### config.mk
export PLATFORM = sky130hd
export DESIGN_NAME = sdram_mode_ctrl
export DESIGN_NICKNAME = d
export VERILOG_FILES = /design/src/core/burst_addr_gen.v /design/src/core/sdram_mode_ctrl.v
export VERILOG_INCLUDE_DIRS = /design/src /design/src/inc
export SDC_FILE = /design/constraint.sdc
export NUM_CORES = 1
export LEC_CHECK = 0
export BUFFER_PORTS_ARGS = -buffer_cell sky130_fd_sc_hd__buf_4
export CAP_MARGIN = 10
export CELL_PAD_IN_SITES_DETAIL_PLACEMENT = 2
export CELL_PAD_IN_SITES_GLOBAL_PLACEMENT = 2
export CORE_MARGIN = 4
export CORE_UTILIZATION = 39
export DETAILED_ROUTE_END_ITERATION = 8
export PLACE_DENSITY = 0.8
export SLEW_MARGIN = 10
export SYNTH_ARGS = -nofsm -noshare
export SYNTH_HDL_FRONTEND = slang
export SYNTH_HIERARCHICAL = 1
export SYNTH_SLANG_ARGS = --single-unit
### constraint.sdc
create_clock -name CLK -period 3.5 [get_ports CLK]
set_input_delay 0.875 -clock CLK [delete_from_list [all_inputs] [get_ports CLK]]
set_output_delay 0.875 -clock CLK [all_outputs]
set_load 0.01 [all_outputs]
### src/inc/sdram_mode_regs.vh
// mode setting field layout, command encodings and timing constants
`ifndef SDRAM_MODE_REGS_VH
`define SDRAM_MODE_REGS_VH
`define SETTING_W 12
`define SETTING_RESET 12'h020
`define BL_LSB 0
`define BL_MSB 2
`define BO_BIT 3
`define LAT_LSB 4
`define LAT_MSB 6
`define WM_LSB 8
`define WM_MSB 11
`define BL_1 3'h0
`define BL_2 3'h1
`define BL_4 3'h2
`define BL_8 3'h3
`define BL_PAGE 3'h7
`define LAT_2 3'h2
`define LAT_3 3'h3
`define WM_BURST 3'h0
`define WM_SINGLE 3'h4
`define CMD_NOP 3'h7
`define CMD_ACT 3'h3
`define CMD_READ 3'h5
`define CMD_WRITE 3'h4
`define CMD_PRE 3'h2
`define CMD_REF 3'h1
`define CMD_MODE 3'h0
`define CMD_BST 3'h6
`define PRE_ALL_BIT 10
`define BANK_BIT 11
`define HOLD_US 100
`define CLK_MHZ 100
`define HOLD_CYCLES (`HOLD_US * `CLK_MHZ)
`define MODE_GAP_CYCLES 2
`define PAGE_LEN 256
`endif

### src/core/burst_addr_gen.v
// column address generator for one burst beat
`include "sdram_mode_regs.vh"
module burst_addr_gen
(
   input wire [7:0] START_COL,
   input wire [7:0] BEAT,
   input wire [2:0] LEN_CODE,
   input wire INTERLEAVE,
   output reg [7:0] COL
);
   reg [7:0] wrap_mask;
   // sequential wraps inside the burst window, interleaved xors the beat
   always @*
   begin
      wrap_mask = 8'h00;
      case (LEN_CODE)
         `BL_2: wrap_mask = 8'h01;
         `BL_4: wrap_mask = 8'h03;
         `BL_8: wrap_mask = 8'h07;
         `BL_PAGE: wrap_mask = 8'hFF;
         default: wrap_mask = 8'h00;
      endcase
      if (INTERLEAVE)
         COL = START_COL ^ (BEAT & wrap_mask);
      else
         COL = (START_COL & ~wrap_mask) | ((START_COL + BEAT) & wrap_mask);
   end
endmodule // burst_addr_gen

### src/core/sdram_mode_ctrl.v
// command decode, mode setting and burst sequencing of the two-bank sdram
// Behaviour
// - mode load accepted before or after refresh
// - mode load latches twelve address pins
// - setting split into four fields
// - read data after programmed latency two or three only
// - burst length decode, reserved codes
// - burst columns generated internally
// - sequential or interleaved burst order
// - write bits zero give burst writes
// - write bits 100 give single writes
// - precharge bit10 all, else bank11
`include "sdram_mode_regs.vh"
module sdram_mode_ctrl
#(
   parameter HOLD_CYCLES = `HOLD_CYCLES
)
(
   input wire CLK,
   input wire ARST_N,
   input wire CKE,
   input wire CS_N,
   input wire RAS_N,
   input wire CAS_N,
   input wire WE_N,
   input wire [11:0] ADDRESS_PINS,
   output reg INIT_DONE,
   output reg [11:0] SETTING_VALUE,
   output reg [2:0] BURST_COUNT_FIELD,
   output reg BURST_ORDER_FIELD,
   output reg [2:0] READ_LATENCY_FIELD,
   output reg [3:0] WRITE_MODE_FIELD,
   output reg [1:0] BANK_OPEN,
   output reg COL_VALID,
   output reg COL_WRITE,
   output reg COL_BANK,
   output reg [7:0] COL_ADDR,
   output reg DATA_OUT_EN,
   output reg SEQ_ERROR
);
   ////////////////////////////////////////////////////////////////////////
   localparam ST_HOLD = 3'h0;
   localparam ST_WAIT_PRE = 3'h1;
   localparam ST_INIT = 3'h2;
   localparam ST_READY = 3'h3;
   // post-load gap length, cut to the width of its counter
   localparam GAP = `MODE_GAP_CYCLES;

   reg [2:0] state_q;
   reg [16:0] hold_q;
   reg [1:0] ref_cnt_q;
   reg mode_seen_q;
   reg [1:0] gap_q;
   reg burst_q;
   reg burst_wr_q;
   reg burst_bank_q;
   reg [7:0] start_q;
   reg [7:0] beat_q;
   reg [8:0] last_beat_q;
   reg [1:0] rd_pipe_q;
   wire [2:0] cmd;
   wire [7:0] gen_col;
   wire mode_cmd;
   wire [8:0] blen;

   // beats per length code, reserved as one
   function [8:0] beats;
      input [2:0] code;
      input interleave;
      begin
         case (code)
            `BL_1: beats = 9'h001;
            `BL_2: beats = 9'h002;
            `BL_4: beats = 9'h004;
            `BL_8: beats = 9'h008;
            `BL_PAGE: beats = interleave ? 9'h001 : 9'h100;
            default: beats = 9'h001;
         endcase
      end
   endfunction

   // deselect and suspended cycles decode as no operation
   assign cmd = (CS_N || !CKE) ? `CMD_NOP : {RAS_N, CAS_N, WE_N};
   assign mode_cmd = (cmd == `CMD_MODE);
   assign blen = beats(BURST_COUNT_FIELD, BURST_ORDER_FIELD);

   burst_addr_gen u_gen
   (
      .START_COL(start_q),
      .BEAT(beat_q),
      .LEN_CODE(BURST_COUNT_FIELD),
      .INTERLEAVE(BURST_ORDER_FIELD),
      .COL(gen_col)
   );

   ////////////////////////////////////////////////////////////////////////
   // initialization tracker; the controller owns the hold, we only watch it
   always @(posedge CLK or negedge ARST_N)
   begin
      if (!ARST_N)
      begin
         state_q <= ST_HOLD;
         hold_q <= 17'h00000;
         ref_cnt_q <= 2'h0;
         mode_seen_q <= 1'b0;
         INIT_DONE <= 1'b0;
      end
      else
      begin
         INIT_DONE <= (state_q == ST_READY);
         case (state_q)
            // count hold time before any command
            ST_HOLD:
            begin
               if (hold_q < HOLD_CYCLES[16:0])
                  hold_q <= hold_q + 17'h00001;
               else
                  state_q <= ST_WAIT_PRE;
            end
            ST_WAIT_PRE:
            begin
               if (cmd == `CMD_PRE && ADDRESS_PINS[`PRE_ALL_BIT])
                  state_q <= ST_INIT;
            end
            // count refreshes; mode load in either order
            ST_INIT:
            begin
               if (cmd == `CMD_REF && ref_cnt_q != 2'h2)
                  ref_cnt_q <= ref_cnt_q + 2'h1;
               if (mode_cmd)
                  mode_seen_q <= 1'b1;
               if ((ref_cnt_q == 2'h2 || cmd == `CMD_REF && ref_cnt_q == 2'h1) && (mode_seen_q || mode_cmd))
                  state_q <= ST_READY;
            end
            ST_READY: state_q <= ST_READY;
            default: state_q <= ST_HOLD;
         endcase
      end
   end

   ////////////////////////////////////////////////////////////////////////
   // mode setting register and bank state
   always @(posedge CLK or negedge ARST_N)
   begin
      if (!ARST_N)
      begin
         SETTING_VALUE <= `SETTING_RESET;
         BURST_COUNT_FIELD <= `BL_1;
         BURST_ORDER_FIELD <= 1'b0;
         READ_LATENCY_FIELD <= `LAT_2;
         WRITE_MODE_FIELD <= 4'h0;
         BANK_OPEN <= 2'b00;
         gap_q <= 2'h0;
         SEQ_ERROR <= 1'b0;
      end
      else
      begin
         if (gap_q != 2'h0)
            gap_q <= gap_q - 2'h1;
         // flag a command inside the post-load gap
         if (gap_q != 2'h0 && cmd != `CMD_NOP)
            SEQ_ERROR <= 1'b1;
         // mode load with an open row is flagged
         if (mode_cmd && BANK_OPEN != 2'b00)
            SEQ_ERROR <= 1'b1;
         // latch address pins; split into fields
         if (mode_cmd)
         begin
            SETTING_VALUE <= ADDRESS_PINS;
            BURST_COUNT_FIELD <= ADDRESS_PINS[`BL_MSB:`BL_LSB];
            BURST_ORDER_FIELD <= ADDRESS_PINS[`BO_BIT];
            READ_LATENCY_FIELD <= ADDRESS_PINS[`LAT_MSB:`LAT_LSB];
            WRITE_MODE_FIELD <= ADDRESS_PINS[`WM_MSB:`WM_LSB];
            gap_q <= GAP[1:0];
         end
         if (cmd == `CMD_ACT)
            BANK_OPEN[ADDRESS_PINS[`BANK_BIT]] <= 1'b1;
         // precharge all or the selected bank
         if (cmd == `CMD_PRE)
         begin
            if (ADDRESS_PINS[`PRE_ALL_BIT])
               BANK_OPEN <= 2'b00;
            else
               BANK_OPEN[ADDRESS_PINS[`BANK_BIT]] <= 1'b0;
         end
      end
   end

   ////////////////////////////////////////////////////////////////////////
   // burst sequencer; a new read or write cuts the running burst
   always @(posedge CLK or negedge ARST_N)
   begin
      if (!ARST_N)
      begin
         burst_q <= 1'b0;
         burst_wr_q <= 1'b0;
         burst_bank_q <= 1'b0;
         start_q <= 8'h00;
         beat_q <= 8'h00;
         last_beat_q <= 9'h000;
      end
      else if (cmd == `CMD_READ || cmd == `CMD_WRITE)
      begin
         // column sampled with the command is the start
         start_q <= ADDRESS_PINS[7:0];
         burst_bank_q <= ADDRESS_PINS[`BANK_BIT];
         burst_wr_q <= (cmd == `CMD_WRITE);
         beat_q <= 8'h00;
         burst_q <= 1'b1;
         // single write ignores the length; burst write uses it
         if (cmd == `CMD_WRITE && WRITE_MODE_FIELD[3:1] == `WM_SINGLE)
            last_beat_q <= 9'h000;
         else
            last_beat_q <= blen - 9'h001;
      end
      else if (burst_q)
      begin
         // stop on last beat, on burst stop or on precharge
         if ({1'b0, beat_q} == last_beat_q || cmd == `CMD_BST || cmd == `CMD_PRE)
            burst_q <= 1'b0;
         beat_q <= beat_q + 8'h01;
      end
   end

   // column registered one edge after its beat; writes start like reads, one edge after the command is sampled
   always @(posedge CLK or negedge ARST_N)
   begin
      if (!ARST_N)
      begin
         COL_VALID <= 1'b0;
         COL_WRITE <= 1'b0;
         COL_BANK <= 1'b0;
         COL_ADDR <= 8'h00;
      end
      else
      begin
         COL_VALID <= burst_q;
         COL_WRITE <= burst_wr_q;
         COL_BANK <= burst_bank_q;
         // order chosen by the burst order field
         COL_ADDR <= gen_col;
      end
   end

   ////////////////////////////////////////////////////////////////////////
   // read beats delayed so the first appears latency cycles after read, for latency two or three only
   always @(posedge CLK or negedge ARST_N)
   begin
      if (!ARST_N)
      begin
         rd_pipe_q <= 2'h0;
         DATA_OUT_EN <= 1'b0;
      end
      else
      begin
         rd_pipe_q <= {rd_pipe_q[0], burst_q & ~burst_wr_q};
         case (READ_LATENCY_FIELD)
            `LAT_2: DATA_OUT_EN <= rd_pipe_q[0];
            `LAT_3: DATA_OUT_EN <= rd_pipe_q[1];
            default: DATA_OUT_EN <= 1'b0;
         endcase
      end
   end
endmodule // sdram_mode_ctrl

==> out/qor.txt <==
WL final = 10.87 mm
grt total ovfl = 0
critical-path cell list = buf_4
proportion of layout cells with a drive suffix above 1 = 24.15%
relative slew slack = 29.01%
unrepaired setup endpoints after global routing = no
initial antenna violation count = 0
Yosys cell types = 61
Post-Syn Nets = 429
CTS tree = done
worst hold slack = 392.4 ps
worst path bufs/invs = 1
die width = 110.2 µm
dpl hpwl = 7.352 mm
vias in the first global route = 3431
final core utilization = 46.04%
Starting Density = 39.82%
largest net degree at the start of global routing = 82
CP Capture Type = primary output
die area = 12150 µm²
worst vdd ir = 0.2142 mV
CTS Hold Buffers Added = 0
Critical Path AT = 1510 ps
DR WL/cell = 18.78 µm
Sum Neg Setup Slack = 0 ps
routability cong. = 0.8245
#FFs+latches synth = 81
Core ar. = 10230 µm²
hold path startpoint = hold_q[14]$_DFFE_PN0P_
Syn Inst Count = 395
Post-synth EDFFs = 0
Synth Warn # = 6
Post-Syn Area = 4074 µm²
fin crit share = 68.11%
skew final = 11.27 ps
Max clock buf depth = 2
Initial DRC Count = 123
commonest cells in the netlist = 80 x dfrtp_1, 57 x nand2_1, 26 x nor2_1, 24 x o21ai_0, 20 x xor2_1
ys async rst share = 100.0%
Final Cell Area = 4711 µm²
nets = 472
Setup CP Type = flip-flop to primary output
CP max FO = 24
syn_area_per_cell = 10.31 µm²
first-pass GRT wire length = 17.73 mm
MaxCap Viol Count = 0
critical path startpoint category = flip-flop
sequential share of the synthesized area = 49.79%
die extent in y = 110.2 µm
top-count cell post-synth = dfrtp_1
highest-delay cell along the critical path = dfrtp_1
Worst-path clk slew = 100 ps
Hold Crit Class = flip-flop to flip-flop
Slew @ Worst Pin = 1065 ps
status = finished, final reports clean
final hold vios = 0
dominant cell type by area after synthesis = dfrtp_1
Antenna Violating Nets Remaining = 0
DRC viols = 0
Total GRT Usage = 19.24%
IO Count = 58
Clock Sinks = 81
FP Rows = 37
final setup fails = 0
area grow syn2layout = 15.63%
via count = 3081
pwr/cell area = 674.0 nW/µm²
cts bufs inserted = 9
share of the synthesized area in the top cell type = 49.14%
number of setup buffers added after CTS = 0
antenna cell count = 0
minimum clock period = 2384 ps
CTS H-tree depth = 3
Worst-Skew Late Latency = 370 ps
Max stage delay on crit path = 890 ps
Critical Path Source = SETTING_VALUE[3]$_DFFE_PN0P_
Port Buf Inserts = 57
Synth area leaders = dfrtp_1 49%, nand2_1 5.3%, ha_1 4.3%
Req. time, crit path = 2620 ps
Vias/cell = 5.321
Post-synth top flop = dfrtp_1
Critical R2R Launch = beat_q[0]$_DFFE_PN0P_
Max Slew Vio Count = 0
DP Area = 4522 µm²
CP top delay family = flip-flops
Fmax achieved = 0.4195 GHz
Post-CTS Resized = 0
1st-pass router iterations = 4
Static Leak = 2.199 nW
Root Driver = clkbuf_8
[layout make-up]
class	instances	area, µm²
inverters	11	41.29
repair buffers	58	435.4
multi-input cells	277	1847
flip-flops and latches	81	2028
well taps	136	170.2
clock buffers	10	137.6
clock inverters	6	51.30
fillers	1102	5520
[through the flow]
step / setup slack, ps / power [W] / instances
finish: 1116 / 0.003175 / 579
detailed placement: 1069 / 0.002502 / 563
floorplan: 1323 / 0.002089 / 395
global route: 987.2 / 0.003416 / 579
global placement: 1153 / 0.002423 / 563
CTS: 1084 / 0.003221 / 579
[sequential cells by signal, indices dropped and copies added, names as in the netlist, 8 cells and up, named ones only]
signal	count
COL_ADDR	8
SETTING_VALUE	12
beat_q	8
hold_q	17
last_beat_q	8
start_q	8
[path summary, 6_finish.rpt]
kind	to	slack [ps]	depth (start not counted)
worst max-delay path	SETTING_VALUE[3]	1120	1
worst min-delay path	hold_q[14]$_DFFE_PN0P_	390	0
min in group asynchronous	COL_ADDR[5]$_DFF_PN0_	680	1
worst max register to register	COL_ADDR[6]$_DFF_PN0_	1320	8
worst min register to register	hold_q[14]$_DFFE_PN0P_	390	0
max in group asynchronous	beat_q[6]$_DFFE_PN0P_	2130	1
[metal layers]
metal | share of wire [%] | GRT usage [%]
met3 | 3.4 | 3.844
met2 | 52 | 34.19
met5 | 0 | 0
met1 | 43 | 23.24
met4 | 1.1 | 6.420
[cells by family (layout without fill, tap and decap cells)]
family          count (synthesis)  count (layout)  synth area share, %
simple gates                  146             146                18.64
flops                          81              81                49.79
compound gates                 68              68                10.72
buf+inv                        37              85                4.883
xor+xnor                       32              32                6.880
fa+ha+maj                      16              16                5.037
mux                            15              15                4.054
[placed cells by master, fill, tap and decap left out, drive strengths merged, types with 3 or more instances in the layout]
cell type / instances
clkinv: 4
inv: 13
buf: 58
nor4: 5
mux2: 12
nand2: 57
a21oi: 13
and3: 7
o31ai: 5
nand2b: 4
xnor2: 12
mux2i: 3
ha: 14
dfrtp: 80
clkbuf: 10
nor3: 7
nor2: 27
nand3: 11
xor2: 20
or2: 3
o21a: 3
nor2b: 5
a31oi: 3
and2: 3
nand4: 6
o21ai: 25
and4: 3
[where the power goes]
part	switching [W]	internal, W	leakage, nW	total [W]
clock network	0.000397	0.000287	0.0987	0.000685
registers	0.000294	0.00116	1.03	0.00146
logic	0.000519	0.000516	1.07	0.00103
(Power assumes the default switching activity.)
